### src/hw/pmd_pkg.sv
// Constants of the diagnostic flag, alert and result register block
// How it works
// - Current result: read-only 16-bit two's complement, resets to zero.
// - Power result: read-only 24-bit unsigned, resets to zero.
// - Latch bit zero: alert and flags drop once the fault goes away.
// - Latch bit one: alert and flags hold until diagnostic register read.
// - Conversion-ready enable puts conversion-complete flag on the alert.
// - Averaged select picks raw or averaged values for limit comparisons.
// - Polarity bit: open-drain alert active-low at zero, active-high at one.
// - Reserved diagnostic bits 11, 10 and 8 read zero, ignore writes.
// - Math overflow flag sets on arithmetic overflow; results may be invalid.
// - Math overflow flag holds until a new conversion is triggered.
// - Temperature flag sets when temperature exceeds its limit.
// - Shunt over flag sets when shunt voltage exceeds its upper limit.
// - Shunt under flag sets when shunt voltage falls below its limit.
// - Bus over flag sets when bus voltage exceeds its upper limit.
// - Bus under flag sets when bus voltage falls below its lower limit.
// - Power flag sets when power exceeds the power limit.
// - In latch mode a diagnostic read clears every set limit flag.
// - Conversion flag sets on completion; new start, or read in latch mode, clears it.
// - Memory status reads one; checksum error clears it to zero.
// - Diagnostic register resets to 0x0001.
// - Results update only after the whole averaging sequence completes.
// - Shunt calibration sets current scaling upstream of this register.
package pmd_pkg;
    // Register offsets
    localparam logic [5:0] PMD_OFS_CURRENT = 6'h07;
    localparam logic [5:0] PMD_OFS_POWER   = 6'h08;
    localparam logic [5:0] PMD_OFS_DIAG    = 6'h0b;
    // Widths
    localparam int PMD_ADDR_W = 6;
    localparam int PMD_DATA_W = 24;
    localparam int PMD_CUR_W  = 16;
    localparam int PMD_PWR_W  = 24;
    localparam int PMD_DIAG_W = 16;
    localparam int PMD_MEAS_W = 16;
    localparam int PMD_NLIM   = 6;
    // Diagnostic register bit positions
    localparam int PMD_B_LATCH  = 15;
    localparam int PMD_B_CONV_READY_ALERT_EN   = 14;
    localparam int PMD_B_AVGSEL = 13;
    localparam int PMD_B_POL    = 12;
    localparam int PMD_B_MATH_OVERFLOW_FLAG = 9;
    localparam int PMD_B_TEMP   = 7;
    localparam int PMD_B_LIMLO  = 2;
    localparam int PMD_B_CONV_COMPLETE_FLAG  = 1;
    localparam int PMD_B_MEMOK  = 0;
    // Limit flag order within the limit vector (LSB = bit 2)
    localparam int PMD_L_POWER  = 0;
    localparam int PMD_L_BUS_UNDER_FLAG  = 1;
    localparam int PMD_L_BUS_OVER_FLAG  = 2;
    localparam int PMD_L_SHUNT_UNDER_FLAG = 3;
    localparam int PMD_L_SHUNT_OVER_FLAG = 4;
    localparam int PMD_L_TEMP   = 5;
    // Reset values
    localparam logic [15:0] PMD_DIAG_RST = 16'h0001;
    localparam logic [15:0] PMD_CUR_RST  = 16'h0000;
    localparam logic [23:0] PMD_PWR_RST  = 24'h000000;
    // Power limit is compared against power divided by 256
    localparam int PMD_PWR_LIM_SHIFT = 8;
endpackage : pmd_pkg

### src/hw/pmd_limit_cmp.sv
// Limit comparators for temperature, shunt, bus and power
`timescale 1ns/1ps
`default_nettype none
module pmd_limit_cmp #(
    parameter int MEAS_W = 16,
    parameter int PWR_W  = 24
) (
    input  wire logic [MEAS_W-1:0] temp_val,
    input  wire logic [MEAS_W-1:0] shunt_val,
    input  wire logic [MEAS_W-1:0] bus_val,
    input  wire logic [PWR_W-1:0]  power_val,
    input  wire logic [MEAS_W-1:0] temp_lim,
    input  wire logic [MEAS_W-1:0] shunt_over_lim,
    input  wire logic [MEAS_W-1:0] shunt_under_lim,
    input  wire logic [MEAS_W-1:0] bus_over_lim,
    input  wire logic [MEAS_W-1:0] bus_under_lim,
    input  wire logic [MEAS_W-1:0] power_lim,
    output logic      [5:0]        over_under
);
    import pmd_pkg::*;

    // Signed greater-than, shared by temperature and shunt checks
    function automatic logic sgt(input logic [MEAS_W-1:0] a,
                                 input logic [MEAS_W-1:0] b);
        sgt = $signed(a) > $signed(b);
    endfunction : sgt

    // Bus values are positive-only, so unsigned compare is exact
    always_comb begin
        over_under = '0;
        over_under[PMD_L_TEMP]   = sgt(temp_val, temp_lim);
        over_under[PMD_L_SHUNT_OVER_FLAG] = sgt(shunt_val, shunt_over_lim);
        over_under[PMD_L_SHUNT_UNDER_FLAG] = sgt(shunt_under_lim, shunt_val);
        over_under[PMD_L_BUS_OVER_FLAG]  = bus_val > bus_over_lim;
        over_under[PMD_L_BUS_UNDER_FLAG]  = bus_val < bus_under_lim;
        // Limit LSB is 256 power LSBs
        over_under[PMD_L_POWER]  =
            power_val[PWR_W-1:PMD_PWR_LIM_SHIFT] > power_lim;
    end
endmodule : pmd_limit_cmp
`default_nettype wire

### src/hw/pmd_flag_cell.sv
// One limit flag with transparent or latched behaviour
`timescale 1ns/1ps
`default_nettype none
module pmd_flag_cell (
    input  wire logic REF_CLK,
    input  wire logic NRST,
    input  wire logic update,
    input  wire logic cond,
    input  wire logic latch_mode,
    input  wire logic rd_clr,
    output logic      flag
);
    logic flag_reg;

    // Latched: a new fault wins over the read that clears it
    always_ff @(posedge REF_CLK or negedge NRST) begin
        if (!NRST) begin
            flag_reg <= 1'b0;
        end else if (!latch_mode) begin
            if (update) begin
                flag_reg <= cond;
            end
        end else if (update && cond) begin
            flag_reg <= 1'b1;
        end else if (rd_clr) begin
            flag_reg <= 1'b0;
        end
    end

    assign flag = flag_reg;
endmodule : pmd_flag_cell
`default_nettype wire

### src/hw/pmd_diag_alert.sv
// Diagnostic flags, alert pin and current/power result registers
`timescale 1ns/1ps
`default_nettype none
module pmd_diag_alert (
    input  wire logic                       REF_CLK,
    input  wire logic                       NRST,
    // Register access from the serial host interface
    input  wire logic [pmd_pkg::PMD_ADDR_W-1:0] REG_ADDR,
    input  wire logic                       REG_RD,
    input  wire logic                       REG_WR,
    input  wire logic [pmd_pkg::PMD_DATA_W-1:0] REG_WDATA,
    output logic      [pmd_pkg::PMD_DATA_W-1:0] REG_RDATA,
    output logic                            REG_RVALID,
    // Raw ADC samples
    input  wire logic                       RAW_VALID,
    input  wire logic [pmd_pkg::PMD_MEAS_W-1:0] TEMP_RAW,
    input  wire logic [pmd_pkg::PMD_MEAS_W-1:0] SHUNT_RAW,
    input  wire logic [pmd_pkg::PMD_MEAS_W-1:0] BUS_RAW,
    // Averaged samples, valid at end of averaging
    input  wire logic                       AVG_VALID,
    input  wire logic [pmd_pkg::PMD_MEAS_W-1:0] TEMP_AVG,
    input  wire logic [pmd_pkg::PMD_MEAS_W-1:0] SHUNT_AVG,
    input  wire logic [pmd_pkg::PMD_MEAS_W-1:0] BUS_AVG,
    // Limits from the threshold registers
    input  wire logic [pmd_pkg::PMD_MEAS_W-1:0] TEMP_LIM,
    input  wire logic [pmd_pkg::PMD_MEAS_W-1:0] SHUNT_OVER_LIM,
    input  wire logic [pmd_pkg::PMD_MEAS_W-1:0] SHUNT_UNDER_LIM,
    input  wire logic [pmd_pkg::PMD_MEAS_W-1:0] BUS_OVER_LIM,
    input  wire logic [pmd_pkg::PMD_MEAS_W-1:0] BUS_UNDER_LIM,
    input  wire logic [pmd_pkg::PMD_MEAS_W-1:0] POWER_LIM,
    // Arithmetic results, valid once averaging completes
    input  wire logic                       RESULT_VALID,
    input  wire logic [pmd_pkg::PMD_CUR_W-1:0]  CURRENT_IN,
    input  wire logic [pmd_pkg::PMD_PWR_W-1:0]  POWER_IN,
    // Conversion and fault events
    input  wire logic                       CONV_START,
    input  wire logic                       CONV_DONE,
    input  wire logic                       MATH_OVF_EVT,
    input  wire logic                       CHECKSUM_ERR,
    // Open-drain alert pin
    output logic                            ALERT_O,
    output logic                            ALERT_OE
);
    import pmd_pkg::*;

    logic                  alert_latch_mode_reg;
    logic                  conv_ready_alert_en_reg;
    logic                  averaged_compare_sel_reg;
    logic                  alert_polarity_reg;
    logic                  math_overflow_flag_reg;
    logic                  conv_complete_flag_reg;
    logic                  trim_checksum_ok_reg;
    logic [PMD_CUR_W-1:0]  current_result_reg;
    logic [PMD_PWR_W-1:0]  power_result_reg;
    logic [PMD_DATA_W-1:0] rdata_reg;
    logic                  rvalid_reg;
    logic                  alert_active_reg;
    logic                  alert_oe_reg;
    logic [PMD_NLIM-1:0]   lim_cond;
    logic [PMD_NLIM-1:0]   lim_flag;
    logic [PMD_NLIM-1:0]   lim_update;
    logic [PMD_MEAS_W-1:0] temp_sel;
    logic [PMD_MEAS_W-1:0] shunt_sel;
    logic [PMD_MEAS_W-1:0] bus_sel;
    logic                  meas_update;
    logic                  diag_hit;
    logic                  diag_rd;
    logic                  diag_wr;
    logic [PMD_DIAG_W-1:0] diag_value;
    logic                  alert_next;

    // Register decode
    function automatic logic hit(input logic [PMD_ADDR_W-1:0] a,
                                 input logic [PMD_ADDR_W-1:0] ofs);
        hit = (a == ofs);
    endfunction : hit

    assign diag_hit = hit(REG_ADDR, PMD_OFS_DIAG);
    assign diag_rd  = REG_RD && diag_hit;
    assign diag_wr  = REG_WR && diag_hit;

    // Comparison source; averaged mode waits for the averaged strobe
    assign temp_sel    = averaged_compare_sel_reg ? TEMP_AVG  : TEMP_RAW;
    assign shunt_sel   = averaged_compare_sel_reg ? SHUNT_AVG : SHUNT_RAW;
    assign bus_sel     = averaged_compare_sel_reg ? BUS_AVG   : BUS_RAW;
    assign meas_update = averaged_compare_sel_reg ? AVG_VALID : RAW_VALID;

    pmd_limit_cmp #(
        .MEAS_W (PMD_MEAS_W),
        .PWR_W  (PMD_PWR_W)
    ) u_cmp (
        .temp_val        (temp_sel),
        .shunt_val       (shunt_sel),
        .bus_val         (bus_sel),
        .power_val       (POWER_IN),
        .temp_lim        (TEMP_LIM),
        .shunt_over_lim  (SHUNT_OVER_LIM),
        .shunt_under_lim (SHUNT_UNDER_LIM),
        .bus_over_lim    (BUS_OVER_LIM),
        .bus_under_lim   (BUS_UNDER_LIM),
        .power_lim       (POWER_LIM),
        .over_under      (lim_cond)
    );

    // Power exists only as a computed result, so it updates on results
    always_comb begin
        lim_update = {PMD_NLIM{meas_update}};
        lim_update[PMD_L_POWER] = RESULT_VALID;
    end

    // One cell per limit flag
    for (genvar i = 0; i < PMD_NLIM; i++) begin : g_lim
        pmd_flag_cell u_flag (
            .REF_CLK    (REF_CLK),
            .NRST       (NRST),
            .update     (lim_update[i]),
            .cond       (lim_cond[i]),
            .latch_mode (alert_latch_mode_reg),
            .rd_clr     (diag_rd),
            .flag       (lim_flag[i])
        );
    end

    // Control bits; flag and reserved bits ignore writes
    always_ff @(posedge REF_CLK or negedge NRST) begin
        if (!NRST) begin
            alert_latch_mode_reg     <= PMD_DIAG_RST[PMD_B_LATCH];
            conv_ready_alert_en_reg  <= PMD_DIAG_RST[PMD_B_CONV_READY_ALERT_EN];
            averaged_compare_sel_reg <= PMD_DIAG_RST[PMD_B_AVGSEL];
            alert_polarity_reg       <= PMD_DIAG_RST[PMD_B_POL];
        end else if (diag_wr) begin
            alert_latch_mode_reg     <= REG_WDATA[PMD_B_LATCH];
            conv_ready_alert_en_reg  <= REG_WDATA[PMD_B_CONV_READY_ALERT_EN];
            averaged_compare_sel_reg <= REG_WDATA[PMD_B_AVGSEL];
            alert_polarity_reg       <= REG_WDATA[PMD_B_POL];
        end
    end

    // Overflow holds until a new conversion; a fresh overflow wins
    always_ff @(posedge REF_CLK or negedge NRST) begin
        if (!NRST) begin
            math_overflow_flag_reg <= PMD_DIAG_RST[PMD_B_MATH_OVERFLOW_FLAG];
        end else if (MATH_OVF_EVT) begin
            math_overflow_flag_reg <= 1'b1;
        end else if (CONV_START) begin
            math_overflow_flag_reg <= 1'b0;
        end
    end

    // Conversion complete; read clears only in latch mode
    always_ff @(posedge REF_CLK or negedge NRST) begin
        if (!NRST) begin
            conv_complete_flag_reg <= PMD_DIAG_RST[PMD_B_CONV_COMPLETE_FLAG];
        end else if (CONV_DONE) begin
            conv_complete_flag_reg <= 1'b1;
        end else if (CONV_START) begin
            conv_complete_flag_reg <= 1'b0;
        end else if (diag_rd && alert_latch_mode_reg) begin
            conv_complete_flag_reg <= 1'b0;
        end
    end

    // Checksum failure is permanent until reset
    always_ff @(posedge REF_CLK or negedge NRST) begin
        if (!NRST) begin
            trim_checksum_ok_reg <= PMD_DIAG_RST[PMD_B_MEMOK];
        end else if (CHECKSUM_ERR) begin
            trim_checksum_ok_reg <= 1'b0;
        end
    end

    // Results; scaling by the calibration constant is done upstream
    always_ff @(posedge REF_CLK or negedge NRST) begin
        if (!NRST) begin
            current_result_reg <= PMD_CUR_RST;
            power_result_reg   <= PMD_PWR_RST;
        end else if (RESULT_VALID) begin
            current_result_reg <= CURRENT_IN;
            power_result_reg   <= POWER_IN;
        end
    end

    // Diagnostic word; reserved bits stay zero
    always_comb begin
        diag_value                = '0;
        diag_value[PMD_B_LATCH]   = alert_latch_mode_reg;
        diag_value[PMD_B_CONV_READY_ALERT_EN]    = conv_ready_alert_en_reg;
        diag_value[PMD_B_AVGSEL]  = averaged_compare_sel_reg;
        diag_value[PMD_B_POL]     = alert_polarity_reg;
        diag_value[PMD_B_MATH_OVERFLOW_FLAG]  = math_overflow_flag_reg;
        diag_value[PMD_B_TEMP:PMD_B_LIMLO] = lim_flag;
        diag_value[PMD_B_CONV_COMPLETE_FLAG]   = conv_complete_flag_reg;
        diag_value[PMD_B_MEMOK]   = trim_checksum_ok_reg;
    end

    // Read data sampled before the read-clear lands
    always_ff @(posedge REF_CLK or negedge NRST) begin
        if (!NRST) begin
            rdata_reg  <= '0;
            rvalid_reg <= 1'b0;
        end else begin
            rvalid_reg <= REG_RD;
            if (REG_RD) begin
                unique case (REG_ADDR)
                    PMD_OFS_CURRENT: rdata_reg <= {8'h00, current_result_reg};
                    PMD_OFS_POWER:   rdata_reg <= power_result_reg;
                    PMD_OFS_DIAG:    rdata_reg <= {8'h00, diag_value};
                    default:         rdata_reg <= '0;
                endcase
            end
        end
    end

    // Alert source combines every fault and the optional ready flag
    assign alert_next = (|lim_flag) || math_overflow_flag_reg
                     || !trim_checksum_ok_reg
                     || (conv_complete_flag_reg
                         && conv_ready_alert_en_reg);

    // Open drain: drive low when active-low alert is on, or when an
    // active-high alert is off; never drives high
    always_ff @(posedge REF_CLK or negedge NRST) begin
        if (!NRST) begin
            alert_active_reg <= 1'b0;
            alert_oe_reg     <= 1'b0;
        end else begin
            alert_active_reg <= alert_next;
            alert_oe_reg     <= alert_next ^ alert_polarity_reg;
        end
    end

    assign ALERT_O    = 1'b0;
    assign ALERT_OE   = alert_oe_reg;
    assign REG_RDATA  = rdata_reg;
    assign REG_RVALID = rvalid_reg;

    // Checks
    a_current_capture: assert property (
        @(posedge REF_CLK) disable iff (!NRST)
        RESULT_VALID |=> current_result_reg == $past(CURRENT_IN))
        else $error("current result not captured");

    a_power_capture: assert property (
        @(posedge REF_CLK) disable iff (!NRST)
        !RESULT_VALID |=> $stable(power_result_reg))
        else $error("power result changed without a result");

    a_transp_follow: assert property (
        @(posedge REF_CLK) disable iff (!NRST)
        (!alert_latch_mode_reg && meas_update) |=>
            lim_flag[PMD_L_TEMP] == $past(lim_cond[PMD_L_TEMP]))
        else $error("transparent flag does not follow condition");

    a_latch_hold: assert property (
        @(posedge REF_CLK) disable iff (!NRST)
        (alert_latch_mode_reg && lim_flag[PMD_L_SHUNT_OVER_FLAG] && !diag_rd
         && !diag_wr) |=> lim_flag[PMD_L_SHUNT_OVER_FLAG])
        else $error("latched flag dropped without a read");

    a_ready_alert: assert property (
        @(posedge REF_CLK) disable iff (!NRST)
        (conv_complete_flag_reg && conv_ready_alert_en_reg)
            |=> alert_active_reg)
        else $error("ready flag missing on alert");

    a_alert_pin: assert property (
        @(posedge REF_CLK) disable iff (!NRST)
        ##1 (ALERT_OE == (alert_active_reg ^ $past(alert_polarity_reg))
             && ALERT_O == 1'b0))
        else $error("alert pin polarity wrong");

    a_reserved_zero: assert property (
        @(posedge REF_CLK) disable iff (!NRST)
        (REG_RD && diag_hit) |=>
            REG_RVALID && REG_RDATA[11:10] == 2'b00 && !REG_RDATA[8])
        else $error("reserved diagnostic bits not zero");

    a_ovf_set: assert property (
        @(posedge REF_CLK) disable iff (!NRST)
        MATH_OVF_EVT |=> math_overflow_flag_reg)
        else $error("overflow flag not set");

    a_ovf_clear: assert property (
        @(posedge REF_CLK) disable iff (!NRST)
        (math_overflow_flag_reg && CONV_START && !MATH_OVF_EVT)
            |=> !math_overflow_flag_reg ##1 1'b1)
        else $error("overflow flag not cleared by conversion");

    a_rd_clear: assert property (
        @(posedge REF_CLK) disable iff (!NRST)
        (alert_latch_mode_reg && diag_rd && !CONV_DONE && !diag_wr)
            |=> !conv_complete_flag_reg)
        else $error("read did not clear conversion flag");

    a_limit_rdclr: assert property (
        @(posedge REF_CLK) disable iff (!NRST)
        (alert_latch_mode_reg && diag_rd && !diag_wr && !RESULT_VALID)
            |=> !lim_flag[PMD_L_POWER])
        else $error("read did not clear power flag");

    a_mem_error: assert property (
        @(posedge REF_CLK) disable iff (!NRST)
        CHECKSUM_ERR |=> !trim_checksum_ok_reg ##1 alert_active_reg)
        else $error("checksum error not reported");

    // Raw strobes must not move a flag while averaged values are selected
    a_avg_hold: assert property (
        @(posedge REF_CLK) disable iff (!NRST)
        (averaged_compare_sel_reg && !AVG_VALID && !diag_rd)
            |=> $stable(lim_flag[PMD_L_TEMP]))
        else $error("raw sample moved flag in averaged mode");

    a_alert_any: assert property (
        @(posedge REF_CLK) disable iff (!NRST)
        (|lim_flag || math_overflow_flag_reg || !trim_checksum_ok_reg)
            |=> alert_active_reg)
        else $error("fault flag missing on alert");

    a_power_set: assert property (
        @(posedge REF_CLK) disable iff (!NRST)
        (alert_latch_mode_reg && RESULT_VALID && lim_cond[PMD_L_POWER])
            |=> lim_flag[PMD_L_POWER])
        else $error("power flag not set on over-limit result");
endmodule : pmd_diag_alert
`default_nettype wire

### config.mk
export PLATFORM = sky130hd
export DESIGN_NAME = pmd_diag_alert
export DESIGN_NICKNAME = d
export VERILOG_FILES = /design/src/hw/pmd_pkg.sv /design/src/hw/pmd_limit_cmp.sv /design/src/hw/pmd_flag_cell.sv /design/src/hw/pmd_diag_alert.sv
export SDC_FILE = /design/constraint.sdc
export NUM_CORES = 1
export LEC_CHECK = 0
export BUFFER_PORTS_ARGS = -buffer_cell sky130_fd_sc_hd__buf_2
export CAP_MARGIN = 0
export CORE_ASPECT_RATIO = 1.1
export CORE_UTILIZATION = 43
export DETAILED_ROUTE_END_ITERATION = 7
export HOLD_SLACK_MARGIN = 0.05
export PLACE_DENSITY = 0.74
export SYNTH_ARGS = -nofsm -noshare
export SYNTH_HDL_FRONTEND = slang
export SYNTH_SLANG_ARGS = --single-unit
### constraint.sdc
create_clock -name REF_CLK -period 3.6 [get_ports REF_CLK]
set_input_delay 0.36 -clock REF_CLK [delete_from_list [all_inputs] [get_ports REF_CLK]]
set_output_delay 0.36 -clock REF_CLK [all_outputs]
set_load 0.03 [all_outputs]
After elaboration in Yosys (flattened, before gate mapping)
Index checks and enable logic that the tools add are counted.

Equality and inequality tests: 9. Reductions and logical operators: 25. Bitwise operators: 1. $lt $le $gt $ge: 6. Multiplexer cells: 29.

Operators by type and width (number): $gt 16x16->1 (5); $pmux 24 s3 (1); $mux 16 (3); $mux 1 (25); $ne 3x1->1 const B (6); $lt 16x16->1 (1); $eq 6x4->1 const B (2); $reduce_and 2->1 (6); $logic_and 1x1->1 (10); $eq 6x3->1 const B (1); $reduce_bool 2->1 (3); $reduce_or 6->1 (1); $logic_or 1x1->1 (3); $reduce_bool 3->1 (1); $logic_not 1->1 (1); $xor 1x1->1 (1).

Bits of input ports: 273. Logic and storage cells: 88. Output and inout bits: 27. Bits in registers: 79.

Depth between registers and ports, before layout
Word-level depth: 6. Depth in mapped cells: 12. Depth with buffers taken out: 9.

Cells and area by module
From an unflattened synthesis, not the netlist that was laid out.

Cells, all modules: 645. Area total of the unflattened synthesis: 6346.1 um2.

Modules (own cells, without submodules): pmd_diag_alert (sequential area each 1828.0 um2, instances 1, cells an instance 294, area each 3668.5 um2); pmd_limit_cmp (sequential area each 0.0 um2, instances 1, cells an instance 333, area each 2414.8 um2); pmd_flag_cell (sequential area each 25.0 um2, instances 6, cells an instance 3, area each 43.8 um2).

Worst setup path after synthesis
Ideal clock, no wire load.

Kind: reg-to-reg. Start: reg averaged_compare_sel_reg. End: reg g_lim[3].u_flag.flag_reg. Required time: 3.477 ns. Data arrival time: 2.408 ns. Setup slack: 1.068 ns. Clock period less this slack: 2.532 ns. Path buffers: 3. Library setup time: 0.123 ns. Cell stages (with the launch flop): 12. Path through: dfrtp_1 -> buf_4 -> buf_2 -> buf_2 -> mux2i_1 -> ha_1 -> nor2b_1 -> o211ai_1 -> a21oi_2 -> a2111oi_2 -> mux2i_1 -> o21ai_1.

Longest elaborated chain between the ends: 5. Elaborated cells on any way between the ends: 10. Those cells by class: 1 x order compare; 1 x eq/ne; 5 x mux; 3 x reduce/logical.

RTL lines: start: declaration (line pmd_diag_alert.sv:48) `logic averaged_compare_sel_reg;`; start signal: assignment (line pmd_diag_alert.sv:129) `averaged_compare_sel_reg <= PMD_DIAG_RST[PMD_B_AVGSEL];`; start signal: assignment (line pmd_diag_alert.sv:134) `averaged_compare_sel_reg <= REG_WDATA[PMD_B_AVGSEL];`; $mux 16 (line pmd_diag_alert.sv:84) `assign shunt_sel = averaged_compare_sel_reg ? SHUNT_AVG : SHUNT_RAW;`; $gt 16x16->1 (line pmd_limit_cmp.sv:25) `sgt = $signed(a) > $signed(b);`; $logic_and 1x1->1 (line pmd_flag_cell.sv:23) `end else if (update && cond) begin`; $ne 3x1->1 (no source line) / $mux 1 (equally long branches); $reduce_and 2->1 (no source line) / $mux 1 (equally long branches); end signal: assignment (line pmd_flag_cell.sv:21) `flag_reg <= cond;`; end: declaration (line pmd_flag_cell.sv:13) `logic flag_reg;`.

Several ways; a longest one is shown, not always the timed one. The select of a mux whose other input is x is not followed. A chain may end at the register's enable or synchronous reset.

Worst setup path in the final report
Start: reg averaged_compare_sel_reg. End: reg g_lim[2].u_flag.flag_reg.

Longest elaborated chain between the ends: 5. Elaborated cells on any way between the ends: 10. Those cells by class: 1 x order compare; 1 x eq/ne; 5 x mux; 3 x reduce/logical.

RTL lines: $mux 16 (line pmd_diag_alert.sv:85) `assign bus_sel = averaged_compare_sel_reg ? BUS_AVG : BUS_RAW;`; $gt 16x16->1 (line pmd_limit_cmp.sv:34) `over_under[PMD_L_BUS_OVER_FLAG] = bus_val > bus_over_lim;`; $logic_and 1x1->1 (line pmd_flag_cell.sv:23); $ne 3x1->1 (no source line) / $mux 1 (equally long branches); $reduce_and 2->1 (no source line) / $mux 1 (equally long branches); end signal: assignment (line pmd_flag_cell.sv:21); end: declaration (line pmd_flag_cell.sv:13).

Several ways; a longest one is shown, not always the timed one. The select of a mux whose other input is x is not followed.

==> Flow_metrics.wiki <==
{| class="wikitable"
! Metric !! Value
|-
| Result of the run || complete, no violations
|-
| Transition at the pin with the smallest max-transition slack || 1.011 ns
|-
| Number of H-tree branching levels || 3
|-
| Slowest stage delay, CP || between 0.7 and 0.8 ns
|-
| Final Net Count || around 1300
|-
| Wire length reported by the detailed router || around 17 mm
|-
| Clock Skews || approximately 0.007 ns
|-
| Launch instance of the worst min-delay path || CHECKSUM_ERR
|-
| FF-to-FF Start || averaged_compare_sel_reg$_DFFE_PN0P_
|-
| Chip Height || ~130 um
|-
| Count of antenna-violating nets left after detailed routing || 0
|-
| Cell count after synthesis || between 600 and 700
|-
| Placement-stage cell area || approximately 0.0077 mm^2
|-
| Maximum number of pins on one net before global-route repair || 80
|-
| Sw Ratio || between 20% and 30%
|-
| Clock tree from TritonCTS || done
|-
| Mean area per synthesized cell || between 9 and 10 um^2
|-
| Post-route standard cell area excluding fillers || slightly above 0.008 mm^2
|-
| Critical path class || flop to flop
|-
| Top post-synthesis cells by area || sky130_fd_sc_hd__dfrtp_1 32%, sky130_fd_sc_hd__ha_1 19%, sky130_fd_sc_hd__mux2_2 13%, sky130_fd_sc_hd__inv_1 7.4%, sky130_fd_sc_hd__mux2i_1 3.3%
|-
| Leading area contributor after synthesis || sky130_fd_sc_hd__dfrtp_1
|-
| Net count after synthesis || between 1000 and 1500
|-
| First-pass GRT wire length || 26.83 mm
|-
| Source-to-sink clock delay at the later pin of the worst-skew pair || ~0.34 ns
|-
| Final hold slack || ~0.13 ns
|-
| RD Place Congestion || 0.8826
|-
| Multiplexer area fraction after synthesis || between 10% and 20%
|-
| Synth Flop Type || sky130_fd_sc_hd__dfrtp_1
|-
| Number of distinct standard cells referenced by the synthesized netlist || 55
|-
| Kind of end point of the critical path || flop
|-
| Drt initial violations || about 330
|-
| Path length in cells of the critical path || 9
|-
| Cell count of the worst reg-to-reg path || 9
|-
| End point of the most critical hold path || trim_checksum_ok_reg$_DFFE_PN1P_
|-
| Worst relative slew slack || about a third
|-
| Largest delay share family, worst path || flip-flops
|-
| Number of enable-type register cells in the synthesized netlist || 0
|-
| Antenna violations before repair || 1
|-
| Number of setup violations in the final report || 0
|-
| Post-synthesis simple-gate area fraction || slightly above 8%
|-
| Routed vias || roughly 5700
|-
| Commonest cells post-synth || 121 x sky130_fd_sc_hd__inv_1, 95 x sky130_fd_sc_hd__ha_1, 78 x sky130_fd_sc_hd__dfrtp_1, 71 x sky130_fd_sc_hd__mux2_2, 32 x sky130_fd_sc_hd__a21oi_1
|-
| Leading cell type by number of instances after synthesis || sky130_fd_sc_hd__inv_1
|-
| Part of the total power dissipated in sequential elements || between 30% and 40%
|-
| Number of synthesized register bits || 79
|-
| Maximum VDD drop || ~0.21 mV
|-
| Die Wd || between 100 and 150 um
|-
| GRT Util Overall || 23.25%
|-
| Post-Synth Adder-Cell Area || 19.32%
|-
| Required time of the critical path || approximately 3.9 ns
|-
| Highest attainable clock frequency || 343.3 MHz
|-
| I/O pin count || 300
|-
| Clk pin slew, worst setup/hold paths || about 0.06 ns
|-
| CTS hold repair buffers || 0
|-
| Total power density per cell area || between 300 and 400 mW/mm^2
|-
| Cell type of the slowest stage on the worst timing path || sky130_fd_sc_hd__dfrtp_2
|-
| Vias in the first global route || between 5000 and 6000
|-
| Starting density of the core || between 40 and 50%
|-
| Post-layout min period || a little under 3 ns
|-
| Comb pwr share || a little over a quarter
|-
| Xor/xnor cell area share of the yosys netlist || less than 1%
|-
| Sequential cell area fraction in the yosys report || 32.15%
|-
| Total die area || approximately 0.015 mm^2
|-
| Final cycle utilization of the critical path || between 80% and 90%
|-
| Number of buffers added for setup after CTS || 0
|-
| CP cell instances || buf_4, mux2_2, ha_1, nand3_1, nor3_1, nor3b_1, o21ai_0, o211ai_1, a32o_1
|-
| Unrepaired setup endpoints after global routing || false
|-
| Routed wirelength normalized by instance count || between 15 and 20 um
|-
| Post-synth ARST share || 100.0%
|-
| Number of buffer and inverter instances along the worst setup path || 1
|-
| Area inside the core boundary || 0.01391 mm^2
|-
| Quantity of I/O buffers inserted on ports || between 200 and 300
|-
| Detailed-routing iteration count for the pre-antenna-repair pass || 6
|-
| Critical register-to-register path endpoint || g_lim[2].u_flag.flag$_DFFE_PN0P_
|-
| Complex-gate fraction of the synthesized area || 14.05%
|-
| Worst R2R Setup Slack || slightly below 0.7 ns
|-
| Dominant combinational cell family by area after synthesis || adder cells
|-
| Post-DP HPWL || between 10 and 15 mm
|-
| Final number of max-transition violations || 0
|-
| Critical path data arrival time || 3.19 ns
|-
| Site row count || between 40 and 50
|-
| MaxCap Viol Count || 0
|-
| Fraction of final layout cells with drive strength greater than 1 || a little over two fifths
|-
| Clock share of power || between 30% and 40%
|-
| Net switching power || approximately 0.00078 W
|-
| Pleak || around 4.4 nW
|-
| Warnings from Yosys || 0
|-
| Hold Path Class || primary input to flop
|-
| Maximum root-to-sink buffer count || 2
|-
| Via-per-instance ratio || around 5.2
|-
| Area of the mapped netlist || between 0.006 and 0.007 mm^2
|-
| Internal portion of total power || a little under 0.002 W
|-
| Number of sinks on the clock net || between 70 and 80
|-
| Number of gates given a new drive strength after cts || 0
|-
| Cell at the root of the clock tree || sky130_fd_sc_hd__clkbuf_16
|-
| Number of buffers created by CTS || 9
|-
| Final core occ || about three fifths
|-
| Number of DRC violations after detailed routing || 0
|-
| Launching element type of the critical path || flop
|-
| Maximum fanout count along the critical path || 25
|-
| Final sum of negative setup slack || 0 ns
|-
| Final hold violation count || 0
|-
| Sum of overflow across all layers after global routing || 0
|-
| Area delta synth->final || 31.25%
|-
| Share of Yosys cell area claimed by the top area cell type || around a third
|-
| Cell depth of the worst min-delay path || 2
|}
==> power groups by stage <==
stage          sequential, W  combinational, W  clock [W]
4_1_cts              0.00103          0.000748    0.00101
6_report             0.00103          0.000742   0.000983
2_1_floorplan        0.00102          0.000471          0
5_1_grt              0.00104          0.000844    0.00104
3_5_place_dp         0.00105          0.000742          0
3_3_place_gp         0.00105          0.000724          0
==> stage by stage <==
step	setup slack (ns)	cells	total power, W
after global placement	0.7534	1084	0.001770
after global routing	0.4626	1101	0.002930
after detailed placement	0.6870	1084	0.001791
after CTS	0.6896	1100	0.002786
final	0.6867	1101	0.002756
after floorplan	1.068	633	0.001491
==> worst max-delay path by stage <==
| stage | startpoint | to | slack (ns) |
|---|---|---|---|
| floorplan | averaged_compare_sel_reg$_DFFE_PN0P_ | g_lim[3].u_flag.flag$_DFFE_PN0P_ | 1.07 |
| global placement | averaged_compare_sel_reg$_DFFE_PN0P_ | g_lim[2].u_flag.flag$_DFFE_PN0P_ | 0.75 |
| detailed placement | averaged_compare_sel_reg$_DFFE_PN0P_ | g_lim[2].u_flag.flag$_DFFE_PN0P_ | 0.69 |
| CTS | averaged_compare_sel_reg$_DFFE_PN0P_ | g_lim[2].u_flag.flag$_DFFE_PN0P_ | 0.69 |
| global route | averaged_compare_sel_reg$_DFFE_PN0P_ | g_lim[2].u_flag.flag$_DFFE_PN0P_ | 0.46 |
| finish | averaged_compare_sel_reg$_DFFE_PN0P_ | g_lim[2].u_flag.flag$_DFFE_PN0P_ | 0.69 |
==> metal layers <==
layer | wire [um] | vias up | track usage, % | part of all wire, %
li1 | - | 2813 | - | -
met1 | 7271 | 2628 | 28.61 | 43
met2 | 8150 | 217 | 40.16 | 48
met3 | 1090 | 35 | 4.175 | 6.4
met4 | 420 | 0 | 8.673 | 2.5
met5 | 0 | - | 0 | 0
==> cell type report <==
cell class,instances,area (um^2)
inverter,122,457.9
clock inverter,5,81.33
fill,1241,5831
timing repair buffer,284,1451
antenna,1,2.502
clock buffer,11,242.7
tap,188,235.2
sequential,79,1979
multi-input combinational,411,3626
==> cells in the final DEF (no fill, tap or decap), types with 2 or more instances in the layout <==
cell	n
sky130_fd_sc_hd__mux2i_1	20
sky130_fd_sc_hd__nand4_1	12
sky130_fd_sc_hd__a211oi_1	3
sky130_fd_sc_hd__buf_4	6
sky130_fd_sc_hd__nor3_1	3
sky130_fd_sc_hd__nand2_1	17
sky130_fd_sc_hd__mux2_1	4
sky130_fd_sc_hd__nand2b_1	3
sky130_fd_sc_hd__a222oi_1	13
sky130_fd_sc_hd__nor2_1	8
sky130_fd_sc_hd__a21oi_1	32
sky130_fd_sc_hd__bufinv_16	2
sky130_fd_sc_hd__mux2_2	71
sky130_fd_sc_hd__a21o_1	17
sky130_fd_sc_hd__nor3b_1	2
sky130_fd_sc_hd__o22ai_1	14
sky130_fd_sc_hd__and4_1	3
sky130_fd_sc_hd__buf_2	277
sky130_fd_sc_hd__clkbuf_16	9
sky130_fd_sc_hd__o211ai_1	2
sky130_fd_sc_hd__a31oi_1	2
sky130_fd_sc_hd__o21ai_0	12
sky130_fd_sc_hd__nor4_1	4
sky130_fd_sc_hd__nand3_1	22
sky130_fd_sc_hd__dfrtp_1	77
sky130_fd_sc_hd__a22oi_1	3
sky130_fd_sc_hd__ha_1	95
sky130_fd_sc_hd__inv_1	121
sky130_fd_sc_hd__nor2b_1	6
sky130_fd_sc_hd__or3_1	2
sky130_fd_sc_hd__o21ai_1	14
sky130_fd_sc_hd__o21a_1	6
==> cell families (layout without fill, tap and decap cells) <==
| kind of cell | Yosys count | after routing |
|---|---|---|
| AND/OR/NAND/NOR | 89 | 89 |
| AO/OA/AOI/OAI | 130 | 130 |
| flip-flops | 79 | 79 |
| multiplexers | 95 | 95 |
| other | 1 | 2 |
| adder cells (fa/ha/maj) | 95 | 95 |
| XOR/XNOR | 1 | 1 |
| buffers and inverters | 143 | 422 |
Power figures use the tool's default switching activity.
